===== src/hw/cps_pkg.sv =====
package cps_pkg;
  // Binary command codes
  localparam logic [7:0] CMD_SLEEP_SEL = 8'h01;
  localparam logic [7:0] CMD_IDLE_TIME = 8'h02;
  localparam logic [7:0] CMD_LINE_FUNC = 8'h16;
  localparam logic [7:0] CMD_SIG_LEVEL = 8'h1C;
  localparam logic [7:0] CMD_SN_UPPER = 8'h25;
  localparam logic [7:0] CMD_SN_LOWER = 8'h26;
  localparam logic [7:0] CMD_STOP_BITS = 8'h36;

  // Reset values
  localparam logic [7:0] SLEEP_SEL_RST = 8'h00;
  localparam logic [15:0] IDLE_TIME_RST = 16'h0064;
  localparam logic [7:0] LINE_FUNC_RST = 8'h00;
  localparam logic [7:0] STOP_BITS_RST = 8'h00;
  localparam logic [7:0] SIG_LEVEL_RST = 8'h06;

  // Legal ranges and encodings
  localparam logic [7:0] SIG_LEVEL_MIN = 8'h06;
  localparam logic [7:0] SIG_LEVEL_MAX = 8'h36;
  localparam logic [15:0] IDLE_TIME_MIN = 16'h0010;
  localparam logic [7:0] LINE_UNUSED = 8'h00;
  localparam logic [7:0] LINE_BINARY = 8'h01;
  localparam logic [7:0] LINE_RTS = 8'h02;
  localparam logic [7:0] STOP_ONE = 8'h00;
  localparam logic [7:0] STOP_TWO = 8'h01;
  localparam logic [7:0] SLEEP_OFF = 8'h00;
  localparam logic [7:0] SLEEP_PIN = 8'h01;
  localparam logic [7:0] SLEEP_CYC_MIN = 8'h03;
  localparam logic [7:0] SLEEP_CYC_MAX = 8'h08;

  // Timing: 100 ms base tick at 50 MHz
  localparam int CLK_KHZ = 50_000;
  localparam int TICK_MS = 100;
  localparam int TICK_CYCLES = TICK_MS * CLK_KHZ;
  localparam int CYC_BASE_MS = 500;
  localparam logic [7:0] CYC_BASE_TICKS = 8'(CYC_BASE_MS / TICK_MS);
  localparam logic [7:0] LISTEN_TICKS_DEF = 8'h01;

  // Serial number, arbitrary value
  localparam logic [31:0] SERIAL_NUMBER_DEF = 32'h0000_1234;

  typedef enum logic [1:0] {
    S_ACTIVE,
    S_ASLEEP,
    S_LISTEN,
    S_INIT_WAIT
  } cps_sleep_t;
endpackage


===== src/hw/cps_tick_gen.sv =====
`timescale 1ns/10ps
module cps_tick_gen #(
  parameter int DIV = 5_000_000
) (
  // Clock and reset
  input wire logic core_clk,
  input wire logic rst,
  // Tick
  output logic tick
);
  localparam int W = (DIV > 1) ? $clog2(DIV) : 1;
  localparam logic [W-1:0] LAST = W'(DIV - 1);

  logic [W-1:0] cnt_r;

  always_ff @(posedge core_clk or posedge rst)
  begin
    if (rst)
    begin
      cnt_r <= '0;
      tick <= 1'b0;
    end
    else
    begin
      tick <= (cnt_r == LAST);
      cnt_r <= (cnt_r == LAST) ? '0 : cnt_r + 1'b1;
    end
  end
endmodule


===== src/hw/cps_param_bank.sv =====
// Summary of operation
// Signal level reads one byte, clamped 0x06..0x36, larger is stronger.
// Line function: 0 unused, 1 binary programming, 2 RTS flow control.
// Stop bits: 0 gives one stop bit, 1 gives two; default 0.
// Serial number upper word read-only under code 0x25, two bytes.
// Serial number lower word read-only under code 0x26, two bytes.
// Sleep select accepts 0, 1, 3 to 8; value 2 is illegal.
// Cyclic settings 3..8 wake after 0.5 s doubling up to 16 s.
// Sleep select 0 keeps the device always active.
// Cyclic wake: initializer seen means receive after it ends, else sleep again.
// Idle time counts 100 ms units, range 0x10..0xFFFF, default 0x64.
// Inactivity is no transmit and no receive; sleep once idle time elapses.
// Idle timer acts only when cyclic sleep is selected.
// Command codes 0x1C, 0x01, 0x02, 0x16, 0x36 address the parameters.
// One byte returned for byte parameters, two for serial words and idle time.
// Host also programs idle and initializer timing when choosing cyclic sleep; the cps_host cyclic task writes only idle time and sleep select.
// Out-of-range writes are rejected and leave the parameter unchanged.
`timescale 1ns/10ps
module cps_param_bank
  import cps_pkg::*;
#(
  parameter int TICK_CYCLES_P = cps_pkg::TICK_CYCLES,
  parameter logic [31:0] SERIAL_NUMBER = cps_pkg::SERIAL_NUMBER_DEF,
  parameter logic [7:0] LISTEN_TICKS = cps_pkg::LISTEN_TICKS_DEF
) (
  // Clock and reset
  input wire logic core_clk,
  input wire logic rst,
  // Binary command port
  input wire logic cmd_valid,
  input wire logic cmd_write,
  input wire logic [7:0] cmd_code,
  input wire logic [15:0] cmd_data,
  output logic rsp_valid,
  output logic rsp_error,
  output logic rsp_two_bytes,
  output logic [15:0] rsp_data,
  // Radio status
  input wire logic pkt_rx_done,
  input wire logic [7:0] pkt_signal_level,
  input wire logic tx_active,
  input wire logic rx_active,
  input wire logic wake_init_seen,
  // Pins
  input wire logic multipurpose_input_line,
  input wire logic sleep_pin,
  // Configuration outputs
  output logic binary_prog_en,
  output logic rts_hold,
  output logic two_stop_bits,
  output logic low_power,
  output logic rx_sync_start
);
  import cps_pkg::*;

  logic [7:0] sleep_select_r;
  logic [15:0] idle_time_before_sleep_r;
  logic [7:0] line_function_select_r;
  logic [7:0] received_signal_level_r;
  logic [7:0] stop_bit_count_r;
  logic line_s1_r, line_s2_r, pin_s1_r, pin_s2_r;
  logic code_known, two_byte, wr_legal, wr_ok;
  logic [15:0] rd_data;
  logic cyclic, tick, idle, per_done;
  logic [7:0] period_ticks;
  logic [15:0] idle_cnt_r;
  logic [7:0] per_cnt_r;
  cps_sleep_t state_r, state_nxt;

  // Pin synchronisers
  always_ff @(posedge core_clk or posedge rst)
  begin
    if (rst)
    begin
      line_s1_r <= 1'b0;
      line_s2_r <= 1'b0;
      pin_s1_r <= 1'b0;
      pin_s2_r <= 1'b0;
    end
    else
    begin
      line_s1_r <= multipurpose_input_line;
      line_s2_r <= line_s1_r;
      pin_s1_r <= sleep_pin;
      pin_s2_r <= pin_s1_r;
    end
  end

  // code decode
  always_comb
  begin
    code_known = 1'b1;
    two_byte = 1'b0;
    wr_legal = 1'b0;
    rd_data = 16'h0000;
    unique case (cmd_code)
      CMD_SLEEP_SEL:
      begin
        rd_data = {8'h00, sleep_select_r};
        // legal sleep values
        wr_legal = (cmd_data[15:8] == 8'h00) && ((cmd_data[7:0] == SLEEP_OFF)
          || (cmd_data[7:0] == SLEEP_PIN) || ((cmd_data[7:0] >= SLEEP_CYC_MIN)
          && (cmd_data[7:0] <= SLEEP_CYC_MAX)));
      end
      CMD_IDLE_TIME:
      begin
        rd_data = idle_time_before_sleep_r;
        two_byte = 1'b1;
        // idle time lower bound
        wr_legal = (cmd_data >= IDLE_TIME_MIN);
      end
      CMD_LINE_FUNC:
      begin
        rd_data = {8'h00, line_function_select_r};
        wr_legal = (cmd_data <= {8'h00, LINE_RTS});
      end
      CMD_SIG_LEVEL:
        rd_data = {8'h00, received_signal_level_r};
      // upper serial word
      CMD_SN_UPPER:
      begin
        rd_data = SERIAL_NUMBER[31:16];
        two_byte = 1'b1;
      end
      // lower serial word
      CMD_SN_LOWER:
      begin
        rd_data = SERIAL_NUMBER[15:0];
        two_byte = 1'b1;
      end
      CMD_STOP_BITS:
      begin
        rd_data = {8'h00, stop_bit_count_r};
        wr_legal = (cmd_data <= {8'h00, STOP_TWO});
      end
      default:
        code_known = 1'b0;
    endcase
  end

  assign wr_ok = cmd_valid && cmd_write && wr_legal;

  // writable parameters, legal writes only
  always_ff @(posedge core_clk or posedge rst)
  begin
    if (rst)
    begin
      sleep_select_r <= SLEEP_SEL_RST;
      idle_time_before_sleep_r <= IDLE_TIME_RST;
      line_function_select_r <= LINE_FUNC_RST;
      stop_bit_count_r <= STOP_BITS_RST;
    end
    else if (wr_ok)
    begin
      if (cmd_code == CMD_SLEEP_SEL)
        sleep_select_r <= cmd_data[7:0];
      if (cmd_code == CMD_IDLE_TIME)
        idle_time_before_sleep_r <= cmd_data;
      if (cmd_code == CMD_LINE_FUNC)
        line_function_select_r <= cmd_data[7:0];
      if (cmd_code == CMD_STOP_BITS)
        stop_bit_count_r <= cmd_data[7:0];
    end
  end

  // signal level clamp
  always_ff @(posedge core_clk or posedge rst)
  begin
    if (rst)
      received_signal_level_r <= SIG_LEVEL_RST;
    else if (pkt_rx_done)
    begin
      if (pkt_signal_level < SIG_LEVEL_MIN)
        received_signal_level_r <= SIG_LEVEL_MIN;
      else if (pkt_signal_level > SIG_LEVEL_MAX)
        received_signal_level_r <= SIG_LEVEL_MAX;
      else
        received_signal_level_r <= pkt_signal_level;
    end
  end

  // answer with byte count
  always_ff @(posedge core_clk or posedge rst)
  begin
    if (rst)
    begin
      rsp_valid <= 1'b0;
      rsp_error <= 1'b0;
      rsp_two_bytes <= 1'b0;
      rsp_data <= 16'h0000;
    end
    else
    begin
      rsp_valid <= cmd_valid;
      rsp_error <= cmd_valid && (!code_known || (cmd_write && !wr_legal));
      rsp_two_bytes <= cmd_valid && two_byte;
      if (cmd_valid)
        rsp_data <= wr_ok ? (two_byte ? cmd_data : {8'h00, cmd_data[7:0]}) : rd_data;
    end
  end

  // line function and stop bits
  always_ff @(posedge core_clk or posedge rst)
  begin
    if (rst)
    begin
      binary_prog_en <= 1'b0;
      rts_hold <= 1'b0;
      two_stop_bits <= 1'b0;
    end
    else
    begin
      binary_prog_en <= (line_function_select_r == LINE_BINARY) && line_s2_r;
      rts_hold <= (line_function_select_r == LINE_RTS) && line_s2_r;
      two_stop_bits <= (stop_bit_count_r == STOP_TWO);
    end
  end

  cps_tick_gen #(
    .DIV(TICK_CYCLES_P)
  ) u_tick (
    .core_clk(core_clk),
    .rst(rst),
    .tick(tick)
  );

  assign cyclic = (sleep_select_r >= SLEEP_CYC_MIN) && (sleep_select_r <= SLEEP_CYC_MAX);
  // inactivity definition
  assign idle = !tx_active && !rx_active;
  // period doubles per step
  assign period_ticks = 8'(CYC_BASE_TICKS << (sleep_select_r - SLEEP_CYC_MIN));
  assign per_done = tick && ((per_cnt_r + 8'h01) >= (state_r == S_LISTEN ? LISTEN_TICKS
    : period_ticks));

  // cyclic sleep state machine
  always_comb
  begin
    state_nxt = state_r;
    unique case (state_r)
      S_ACTIVE:
        if (cyclic && idle && tick && ((idle_cnt_r + 16'h0001) >= idle_time_before_sleep_r))
          state_nxt = S_ASLEEP;
      S_ASLEEP:
        if (!cyclic)
          state_nxt = S_ACTIVE;
        else if (per_done)
          state_nxt = S_LISTEN;
      // listen window
      S_LISTEN:
        if (!cyclic)
          state_nxt = S_ACTIVE;
        else if (wake_init_seen)
          state_nxt = S_INIT_WAIT;
        else if (per_done)
          state_nxt = S_ASLEEP;
      S_INIT_WAIT:
        if (!wake_init_seen || !cyclic)
          state_nxt = S_ACTIVE;
    endcase
  end

  always_ff @(posedge core_clk or posedge rst)
  begin
    if (rst)
      state_r <= S_ACTIVE;
    else
      state_r <= state_nxt;
  end

  // idle and period counters
  always_ff @(posedge core_clk or posedge rst)
  begin
    if (rst)
    begin
      idle_cnt_r <= 16'h0000;
      per_cnt_r <= 8'h00;
    end
    else
    begin
      if (state_r != S_ACTIVE || !cyclic || !idle)
        idle_cnt_r <= 16'h0000;
      else if (tick && idle_cnt_r != 16'hFFFF)
        idle_cnt_r <= idle_cnt_r + 16'h0001;
      // A new sleep setting restarts the period so a shorter one cannot be overrun
      if (state_nxt != state_r || (wr_ok && cmd_code == CMD_SLEEP_SEL))
        per_cnt_r <= 8'h00;
      else if (tick)
        per_cnt_r <= per_cnt_r + 8'h01;
    end
  end

  // low power output
  always_ff @(posedge core_clk or posedge rst)
  begin
    if (rst)
    begin
      low_power <= 1'b0;
      rx_sync_start <= 1'b0;
    end
    else
    begin
      if (sleep_select_r == SLEEP_PIN)
        low_power <= pin_s2_r;
      else
        low_power <= cyclic && (state_nxt == S_ASLEEP);
      rx_sync_start <= (state_r == S_INIT_WAIT) && !wake_init_seen && cyclic;
    end
  end

  AST_SIG_RANGE: assert property (@(posedge core_clk) disable iff (rst)
    received_signal_level_r >= SIG_LEVEL_MIN && received_signal_level_r <= SIG_LEVEL_MAX)
    else $error("signal level out of range");
  AST_RTS_SEL: assert property (@(posedge core_clk) disable iff (rst)
    rts_hold |-> $past(line_function_select_r) == LINE_RTS)
    else $error("rts hold without rts mode");
  AST_STOP_TWO: assert property (@(posedge core_clk) disable iff (rst)
    (cmd_valid && cmd_write && cmd_code == CMD_STOP_BITS && cmd_data == 16'h0001)
    |=> ##1 two_stop_bits)
    else $error("two stop bits not applied");
  AST_SN_UPPER: assert property (@(posedge core_clk) disable iff (rst)
    (cmd_valid && !cmd_write && cmd_code == CMD_SN_UPPER)
    |=> rsp_valid && rsp_two_bytes && !rsp_error && rsp_data == SERIAL_NUMBER[31:16])
    else $error("bad upper serial answer");
  AST_SN_LOWER: assert property (@(posedge core_clk) disable iff (rst)
    (cmd_valid && !cmd_write && cmd_code == CMD_SN_LOWER)
    |=> rsp_valid && rsp_two_bytes && rsp_data == SERIAL_NUMBER[15:0])
    else $error("bad lower serial answer");
  AST_SLEEP_LEGAL: assert property (@(posedge core_clk) disable iff (rst)
    sleep_select_r != 8'h02 && sleep_select_r <= SLEEP_CYC_MAX)
    else $error("illegal sleep select stored");
  AST_PERIOD: assert property (@(posedge core_clk) disable iff (rst)
    (state_r == S_ASLEEP && cyclic) |-> per_cnt_r < period_ticks)
    else $error("sleep period overrun");
  AST_NO_SLEEP: assert property (@(posedge core_clk) disable iff (rst)
    (sleep_select_r == SLEEP_OFF) [*2] |-> !low_power)
    else $error("low power with sleep disabled");
  AST_RX_START: assert property (@(posedge core_clk) disable iff (rst)
    rx_sync_start |-> $past(state_r) == S_INIT_WAIT && state_r == S_ACTIVE)
    else $error("receive start outside initializer end");
  AST_IDLE_MIN: assert property (@(posedge core_clk) disable iff (rst)
    idle_time_before_sleep_r >= IDLE_TIME_MIN)
    else $error("idle time below minimum");
  AST_BUSY_CLR: assert property (@(posedge core_clk) disable iff (rst)
    !idle |=> idle_cnt_r == 16'h0000)
    else $error("idle count runs while busy");
  AST_CYC_ONLY: assert property (@(posedge core_clk) disable iff (rst)
    state_r != S_ACTIVE |-> $past(cyclic))
    else $error("sleep state without cyclic mode");
  AST_REJECT: assert property (@(posedge core_clk) disable iff (rst)
    (cmd_valid && cmd_write && cmd_code == CMD_SLEEP_SEL && cmd_data == 16'h0002)
    |=> $stable(sleep_select_r) && rsp_error)
    else $error("illegal sleep write accepted");
endmodule


===== config.mk =====
export PLATFORM = sky130hd
export DESIGN_NAME = cps_param_bank
export DESIGN_NICKNAME = d
export VERILOG_FILES = /design/src/hw/cps_pkg.sv /design/src/hw/cps_tick_gen.sv /design/src/hw/cps_param_bank.sv
export SDC_FILE = /design/constraint.sdc
export NUM_CORES = 1
export LEC_CHECK = 0
export ABC_AREA = 1
export BUFFER_PORTS_ARGS = -buffer_cell sky130_fd_sc_hd__buf_4
export CAP_MARGIN = 40
export CORE_ASPECT_RATIO = 1.5
export CORE_MARGIN = 4
export CORE_UTILIZATION = 37
export DETAILED_ROUTE_END_ITERATION = 8
export PLACE_DENSITY_LB_ADDON = 0.15
export SETUP_SLACK_MARGIN = 0.05
export SYNTH_ARGS = -nofsm -noshare
export SYNTH_HDL_FRONTEND = slang
export SYNTH_SLANG_ARGS = --single-unit
export TNS_END_PERCENT = 100

===== constraint.sdc =====
create_clock -name core_clk -period 4.7 [get_ports core_clk]
set_input_delay 0.235 -clock core_clk [delete_from_list [all_inputs] [get_ports core_clk]]
set_output_delay 0.235 -clock core_clk [all_outputs]
set_load 0.01 [all_outputs]

==> key figures, run 1 <==
Detailed routing
  – Vias per cell: 4.756
  – WL final: approximately 18 mm
  – Routed WL per cell: 14.25 um
  – Metal2 WL: 9.248 mm
  – Vias: 6164
  – ANT nets after route: 0
  – Post-Route M1 WL: 7.806 mm
  – DRC Markers: 0
  – DRT Pass-1 Iters: 5
  – Met3 WL: roughly 800 um
  – Top layer in use: met4
  – DRT iter0 DRCs: 389

Yosys
  – Yosys cell types: 45
  – Post-synth EDFFs: 0
  – Ranking of synthesized cells by area: dfrtp_1 (41%), nand2_1 (12%), inv_1 (8.7%)
  – Main synth FF type: dfrtp_1
  – Dominant cell type by area after synthesis: dfrtp_1
  – Yosys top cell area share: 41.18%
  – Synthesized area per cell: 7.740 sq um
  – Syn nets: about 1000
  – Post-synth ARST share: 100.0%
  – Total number of yosys warnings: 0
  – Post-Syn Area: between 7000 and 8000 sq um
  – Sequential share of the synthesized area: 42.96%
  – Count leader, synth: nand2_1
  – Commonest cells in the netlist: nand2_1 (231), inv_1 (171), dfrtp_1 (121)
  – #FFs+latches synth: 126
  – Gate Count Post-Synth: 950

Global routing
  – Initial antenna violation count: 0
  – Vias in the first global route: 6163
  – Pin count of the biggest net entering global routing: 84
  – Grt total ovfl: 0
  – Global-route wire length before repair: 30.76 mm
  – Total GRT Usage: between 15 and 20%

Place
  – Post-Place Cells: ~1300
  – GP Congestion: 0.8576
  – Dpl hpwl: about 14 mm
  – IO Port Bufs: between 60 and 70

Clocking
  – Worst-path clk slew: 0.06 ns
  – CTS Buffer Depth: 2
  – Clock sink count: around 130
  – CTS buffer count: 17
  – Clock root cell: clkbuf_16
  – Setup bufs post-CTS: 0
  – CTS tree: yes
  – Clk Latency, worst-skew pair: 0.42 ns
  – H-tree Lvls: 4

Worst setup path
  – FF-to-FF setup slack: 1.37 ns
  – Crit Reg-Reg Endpoint: per_cnt_r[6]$_DFFE_PP0P_
  – Crit path max fanout: 8
  – R2R Path Start: sleep_select_r[0]$_DFFE_PP0P_
  – CP endpoint kind: flip-flop
  – WP data required: 5.04 ns
  – Setup CP Type: flip-flop to flip-flop
  – Worst Setup Start Kind: flip-flop
  – Reg2Reg Depth: 24
  – Arrival @ worst endpoint: about 3.7 ns

Hold path
  – Number of cells on the worst hold path: 2
  – Min-Delay Path Class: input port to flip-flop
  – Hold Path Sink: received_signal_level_r[6]$_DFFE_PP0P_
  – HP Start: pkt_rx_done

Power
  – Register share of total power: 39.8%
  – Worst vdd ir: 0.2849 mV
  – P_sw: 0.0006202 W
  – Clock Power Share: a little over half
  – Pwr dens: approximately 320 nW/um^2
  – Switching share of power: 21.97%
  – Pleak: 4.731 nW
  – Combinational share of power: 7.0%
  – Pint: ~0.0022 W

Layout
  – Share of post-route cells with drive strength above 1: approximately 16%
  – ANT cells: 0
  – Area Overhead vs Synth: 20.10%
  – Post-route insts no fill: 1296
  – Nets: between 1000 and 1500
  – Area occupied by multi-input gates: 3435 sq um
  – Fillers: 1948
  – Register area: between 3000 and 4000 sq um

Floorplan
  – # IOs: 66
  – Die width: 123.1 um
  – Row Count: 62
  – Die area: ~22000 sq um
  – Initial Utilization: 38.07%
  – Die height: 180.7 um
  – Core ar.: 19320 sq um

STA
  – Max-slew violations: 0
  – RSZ-0062 raised after global routing: false
  – Hold slack: about 0.055 ns
  – Setup violators final: 0
  – Sum of negative setup slack: 0 ns
  – Worst slew pin tran: 0.5868 ns
  – Final hold violations: 0
  – Fmax: between 300 and 400 MHz
  – Worst-case clock skew: between 0.008 and 0.009 ns
  – Tcrit/Tclk final: between 70 and 80%
  – Max transition margin: between 60% and 70%
  – Tmin final: between 3 and 4 ns

Flow run
  – Max-Cap Viols: 0

Status
  – Outcome: complete, no violations
layout make-up:
type / count / area share [%]
multi-input combinational: 631 / 38.89
sequential: 126 / 35.78
inverter: 180 / 7.722
timing repair buffer: 71 / 6.376
clock buffer: 21 / 5.214
tap: 256 / 3.627
clock inverter: 11 / 2.394
flip-flops by register name (all words and copies together), names as in the netlist, 2 cells and up:
register / cells
stop_bit_count_r: 8
idle_time_before_sleep_r: 16
sleep_select_r: 8
rsp_data: 16
idle_cnt_r: 16
u_tick.cnt_r: 23
state_r: 2
received_signal_level_r: 8
line_function_select_r: 8
per_cnt_r: 8
routing by layer:
| metal | GRT usage, % | up-vias |
|---|---|---|
| li1 | - | 3174 |
| met1 | 21.54 | 2826 |
| met2 | 29.84 | 126 |
| met3 | 3.361 | 38 |
| met4 | 6.962 | 0 |
| met5 | 0 | - |
stage by stage:
step           power (W)  utilization, %  cell area [sq um]  setup slack [ns]
2_1_floorplan   0.001248               -               7353             1.117
3_3_place_gp    0.001340           41.89               8092             1.512
3_5_place_dp    0.001343           42.03               8119             1.386
4_1_cts         0.002867           45.72               8831             1.349
5_1_grt         0.002935           45.72               8831            0.9704
6_report        0.002823           45.72               8831             1.370
power by group through the flow:
stage	sequential, W	combinational (W)	clock [W]
6_report	0.00112	0.000198	0.00150
3_3_place_gp	0.00114	0.000196	0
3_5_place_dp	0.00114	0.000199	0
2_1_floorplan	0.00114	0.000104	0
5_1_grt	0.00113	0.000223	0.00158
4_1_cts	0.00113	0.000202	0.00154
worst max-delay path by stage:
stage	from	endpoint	slack (ns)	depth (start not counted)
2_1_floorplan	rst	binary_prog_en$_DFF_PP0_	1.12	1
3_3_place_gp	sleep_select_r[0]$_DFFE_PP0P_	per_cnt_r[3]$_DFFE_PP0P_	1.51	24
3_5_place_dp	sleep_select_r[0]$_DFFE_PP0P_	per_cnt_r[6]$_DFFE_PP0P_	1.39	24
4_1_cts	sleep_select_r[0]$_DFFE_PP0P_	per_cnt_r[6]$_DFFE_PP0P_	1.35	24
5_1_grt	sleep_select_r[0]$_DFFE_PP0P_	per_cnt_r[2]$_DFFE_PP0P_	0.97	24
6_report	sleep_select_r[0]$_DFFE_PP0P_	per_cnt_r[6]$_DFFE_PP0P_	1.37	24
kinds of logic after synthesis:
| kind of cell | count (synthesis) | share of synthesized area [%] |
|---|---|---|
| xor+xnor | 29 | 3.454 |
| mux | 2 | 0.2723 |
| compound gates | 126 | 9.971 |
| flops | 126 | 42.96 |
| buf+inv | 193 | 10.33 |
| simple gates | 444 | 27.91 |
| fa+ha+maj | 30 | 5.105 |
cells in the final DEF, fill, tap and decap left out, types with 8 or more instances in the layout:
cell / netlist / routed
nor3_1: 20 / 20
nand3_1: 44 / 44
dfrtp_1: 121 / 121
xor2_1: 25 / 25
clkbuf_16: 0 / 17
nand4_1: 22 / 22
o21ai_2: 11 / 11
ha_1: 30 / 30
buf_4: 1 / 66
nand2_2: 13 / 13
o21ai_0: 55 / 55
nor4_1: 10 / 10
nand2_1: 231 / 231
a31oi_1: 8 / 8
inv_1: 171 / 170
nor2_1: 71 / 71
a21oi_1: 25 / 25
critical path, stage by stage (launching register included):
cell and delay [ns]:
dfrtp_1 0.43, ha_1 0.24, inv_1 0.08, nand2_1 0.08, nor2_1 0.16, nand2_1 0.08
xor2_1 0.14, o2111ai_1 0.15, nor2_1 0.25, nand2_1 0.10, o21ai_0 0.20, ha_1 0.26
nand2_1 0.06, nand3_1 0.07, nand2_1 0.06, nand2_1 0.05, nand2_1 0.06, nand2_1 0.07
nand2_1 0.10, nand2_1 0.07, nand2_1 0.07, nand2_1 0.07, nand3_1 0.09, nand3_2 0.19
nor2_1 0.14
what timing repair did:
action / 4_1_cts / 5_1_grt
hold buffers: 4 / 0
gates resized for setup: 0 / 0
hold endpoints to repair: 15 / 0
Power figures use the tool's default switching activity.
==> run 2, diff against run 1 <==
- ABC_AREA: 1 -> 0
- clock period: 4.7 -> 3.2 ns (I/O delays scaled with it)
==> run 2 against run 1 <==
Against the previous run: the run now ends with setup timing left; non-clock buffer count increased by 62; flip-flop and latch count unchanged; first-iteration DRC count decreased by 46%; hold slack got worse by 0.036 ns; cell count decreased by 16%; wire length decreased by 0.81%; clock skew about the same; critical path depth decreased by 11; global-route usage increased by 0.66 points; setup slack got worse by 1.4 ns; critical endpoint is now per_cnt_r[0]$_DFFE_PP0P_; largest cell class unchanged; largest power group unchanged.
==> key figures, run 2 <==
Yosys
  – #FFs+latches synth: 126 (unchanged)
  – Ranking of synthesized cells by area: dfrtp_1 (44%), ha_1 (5.4%), xor2_1 (4.7%)
  – Post-synth ARST share: 100.0% (unchanged)
  – Commonest cells in the netlist: dfrtp_1 (121), nand2_1 (70), nor2_1 (61)
  – Total number of yosys warnings: 0 (unchanged)
  – Gate Count Post-Synth: 699 (-26%)
  – Count leader, synth: dfrtp_1
  – Post-Syn Area: 6905 sq um (-6.1%)
  – Post-synth EDFFs: 0 (unchanged)
  – Dominant cell type by area after synthesis: dfrtp_1
  – Main synth FF type: dfrtp_1
  – Sequential share of the synthesized area: 45.75% (+2.8 points)
  – Yosys top cell area share: 43.85% (+2.7 points)
  – Yosys cell types: 68 (+51%)
  – Syn nets: 771 (-25%)
  – Synthesized area per cell: 9.879 sq um (+28%)

Power
  – Switching share of power: 21.02% (-0.95 points)
  – Worst vdd ir: 0.2402 mV (-16%)
  – Design Power: 0.004075 W (+44%)
  – Register share of total power: 40.0% (+0.2 points)
  – Clock Power Share: 54.9% (+1.8 points)
  – P_sw: 0.0008564 W (+38%)
  – Pleak: 4.142 nW (-12%)
  – Pint: 0.003219 W (+46%)
  – Combinational share of power: 5.1% (-1.9 points)
  – Pwr dens: 453.1 nW/um^2 (+42%)

Worst setup path
  – Worst path most repeated cell: ha_4
  – Crit path max fanout: 8 (unchanged)
  – Worst Setup Start Kind: flip-flop
  – WP data required: 3.54 ns (-1.50 ns)
  – Worst path top cell family by delay: simple AND/OR/NAND/NOR gates
  – Bufs and invs on worst path: 0 (-1)
  – Setup CP Type: flip-flop to flip-flop
  – Worst path cell trace: ha_4 -> nor2b_4 -> a32oi_1 -> o32a_1 -> nor4_4 -> nand2_1 -> or2_4 -> ha_4 -> a2111oi_4 -> o22ai_2 -> o311a_1 -> or3_4 -> nor2_1
  – Arrival @ worst endpoint: 3.55 ns (-0.12 ns)
  – CP endpoint kind: flip-flop
  – Max incr delay on CP: 0.39 ns (-0.04 ns)
  – Slowest cell on the critical path: dfrtp_2

Clocking
  – Clock root cell: clkbuf_16
  – H-tree Lvls: 4 (unchanged)
  – Worst-path clk slew: 0.06 ns (about the same)
  – Clk Latency, worst-skew pair: 0.42 ns (about the same)
  – Clock sink count: 126 (unchanged)
  – CTS buffer count: 17 (unchanged)
  – CTS Buffer Depth: 2 (unchanged)
  – CTS tree: yes

Floorplan
  – Die height: 175.3 um (-3.0%)
  – Row Count: 60 (-3.2%)
  – Die width: 119.5 um (-2.9%)
  – Initial Utilization: 38.01% (-0.059 points)
  – Die area: 20960 sq um (-5.8%)
  – Core ar.: 18170 sq um (-5.9%)
  – # IOs: 66 (unchanged)

Layout
  – Area Overhead vs Synth: 30.26%
  – Fillers: 1741 (-11%)
  – Share of post-route cells with drive strength above 1: 22.94% (+6.7 points)
  – Most common cell after layout, fill and taps aside: dfrtp_1
  – Final instance area: 8995 sq um (+1.9%)
  – ANT cells: 0 (unchanged)
  – Number of flip-flops in the largest register: 23 (unchanged)
  – Most frequent cells in the layout: dfrtp_1 (118), buf_4 (107), nand2_1 (70), nor2_1 (59), o21ai_0 (41)
  – Area occupied by multi-input gates: 3620 sq um (+5.4%)
  – Post-route insts no fill: 1085 (-16%)
  – Largest Register: u_tick.cnt_r
  – Register area: 3163 sq um (+0.12%)
  – Nets: 896 (-18%)

STA
  – RSZ-0062 raised after global routing: true
  – Max transition margin: 46.60% (-14 points)
  – Worst-case clock skew: 0.008568 ns (+0.0003388 ns)
  – Tcrit/Tclk final: 100.1% (+29 points)
  – Tmin final: 3.204 ns (-0.1268 ns)
  – Max-slew violations: 0 (unchanged)
  – Final hold violations: 0 (unchanged)
  – Worst setup margin: -0.003621 ns (-1.373 ns)
  – Setup violators final: 1 (+1)
  – Worst slew pin tran: 0.7944 ns (+0.2076 ns)
  – Fmax: 312.1 MHz (+4.0%)

Status
  – Outcome: finished, violations left
  – Failing checks: setup timing

Global routing
  – Pin count of the biggest net entering global routing: 43 (-49%)
  – Vias in the first global route: 5895 (-4.3%)
  – Total GRT Usage: 18.18% (+0.66 points)
  – Grt total ovfl: 0 (unchanged)
  – Global-route wire length before repair: 30.08 mm (-2.2%)
  – Initial antenna violation count: 0 (unchanged)

Place
  – GP Congestion: 0.8961 (+4.5%)
  – Post-place instance area: 8004 sq um (-1.4%)
  – Dpl hpwl: 14.10 mm (-0.72%)
  – Dpl ws: -0.1229 ns (-1.509 ns)
  – IO Port Bufs: 65 (unchanged)
  – Post-Place Cells: 1029 (-18%)

Detailed routing
  – WL final: 18.31 mm (-0.81%)
  – Vias: 5601 (-9.1%)
  – Vias per cell: 5.162 (+8.5%)
  – Routed WL per cell: 16.88 um (+18%)
  – ANT nets after route: 0 (unchanged)
  – DRT Pass-1 Iters: 4 (-1)
  – DRC Markers: 0 (unchanged)
  – DRT iter0 DRCs: 209 (-46%)

Hold path
  – Min-Delay Path Class: input port to flip-flop

Flow run
  – Max-Cap Viols: 0 (unchanged)
run 2: worst register-to-register path, stage by stage, from the launching register on:
cell	delay [ns]
dfrtp_2	0.39
ha_4	0.15
nor2b_4	0.13
a32oi_1	0.09
o32a_1	0.21
nor4_4	0.26
nand2_1	0.11
or2_4	0.25
ha_4	0.22
a2111oi_4	0.38
o22ai_2	0.12
o311a_1	0.30
or3_4	0.39
nor2_1	0.13
run 2: layer usage:
layer / GRT usage [%] / routed length [um] / vias to the layer above
li1: - / - / 2723
met1: 19.79 / 7075 / 2733
met2: 33.11 / 9894 / 99
met3: 3.673 / 571 / 46
met4: 9.317 / 772 / 0
met5: 0 / 0 / -
run 2: layout make-up:
class	instances	share of cell area, %
Clock buffer	20	5.077
Inverter	34	1.461
Timing Repair Buffer	133	12.05
Sequential cell	126	35.16
Clock inverter	12	2.559
Multi-Input combinational cell	512	40.24
Tap cell	248	3.450
run 2: logic make-up after synthesis:
logic type               count (synthesis)  synth area share (%)
buffers and inverters                   61                 3.660
multiplexers                            28                 4.167
AND/OR/NAND/NOR                        270                 20.78
AO/OA/AOI/OAI                          120                 12.09
flip-flops                             126                 45.75
XOR/XNOR                                64                 8.117
adder cells (fa/ha/maj)                 30                 5.436
run 2: power groups by stage:
stage | sequential, W | clock (W) | combinational, W
finish | 0.00163 | 0.00224 | 0.000209
floorplan | 0.00166 | 0 | 0.0000850
global route | 0.00163 | 0.00237 | 0.000233
CTS | 0.00163 | 0.00229 | 0.000214
detailed placement | 0.00166 | 0 | 0.000190
global placement | 0.00166 | 0 | 0.000182
run 2: final timing paths:
check	slack [ns]	cells after the start	end	from
setup / recovery	-0.004	13	per_cnt_r[0]$_DFFE_PP0P_	sleep_select_r[0]$_DFFE_PP0P_
hold / removal	0.02	3	idle_time_before_sleep_r[4]$_DFFE_PP0P_	cmd_data[4]
setup reg to reg	-0.004	13	per_cnt_r[0]$_DFFE_PP0P_	sleep_select_r[0]$_DFFE_PP0P_
hold reg to reg	0.35	0	pin_s2_r$_DFF_PP0_	pin_s1_r$_DFF_PP0_
max in group asynchronous	1.97	5	idle_time_before_sleep_r[5]$_DFFE_PP1P_	rst
min in group asynchronous	0.35	3	line_s1_r$_DFF_PP0_	rst
run 2: repair_timing:
action,in CTS,in global routing
pin swaps,1,0
gates cloned,0,0
hold buffers,24,0
gates resized for setup,4,8
hold endpoints to repair,48,0
buffers inserted,0,0
setup endpoints to repair,9,11
run 2: metrics by stage:
step | utilization (%) | hold WS [ns] | setup TNS, ns
floorplan | - | 0.1914 | -0.7783
global placement | 43.95 | 0.2698 | -0.3697
detailed placement | 44.06 | 0.2430 | -0.8544
CTS | 49.28 | 0.003521 | -0.1012
global route | 49.51 | 0.008088 | -1.328
finish | 49.51 | 0.01934 | -0.003621
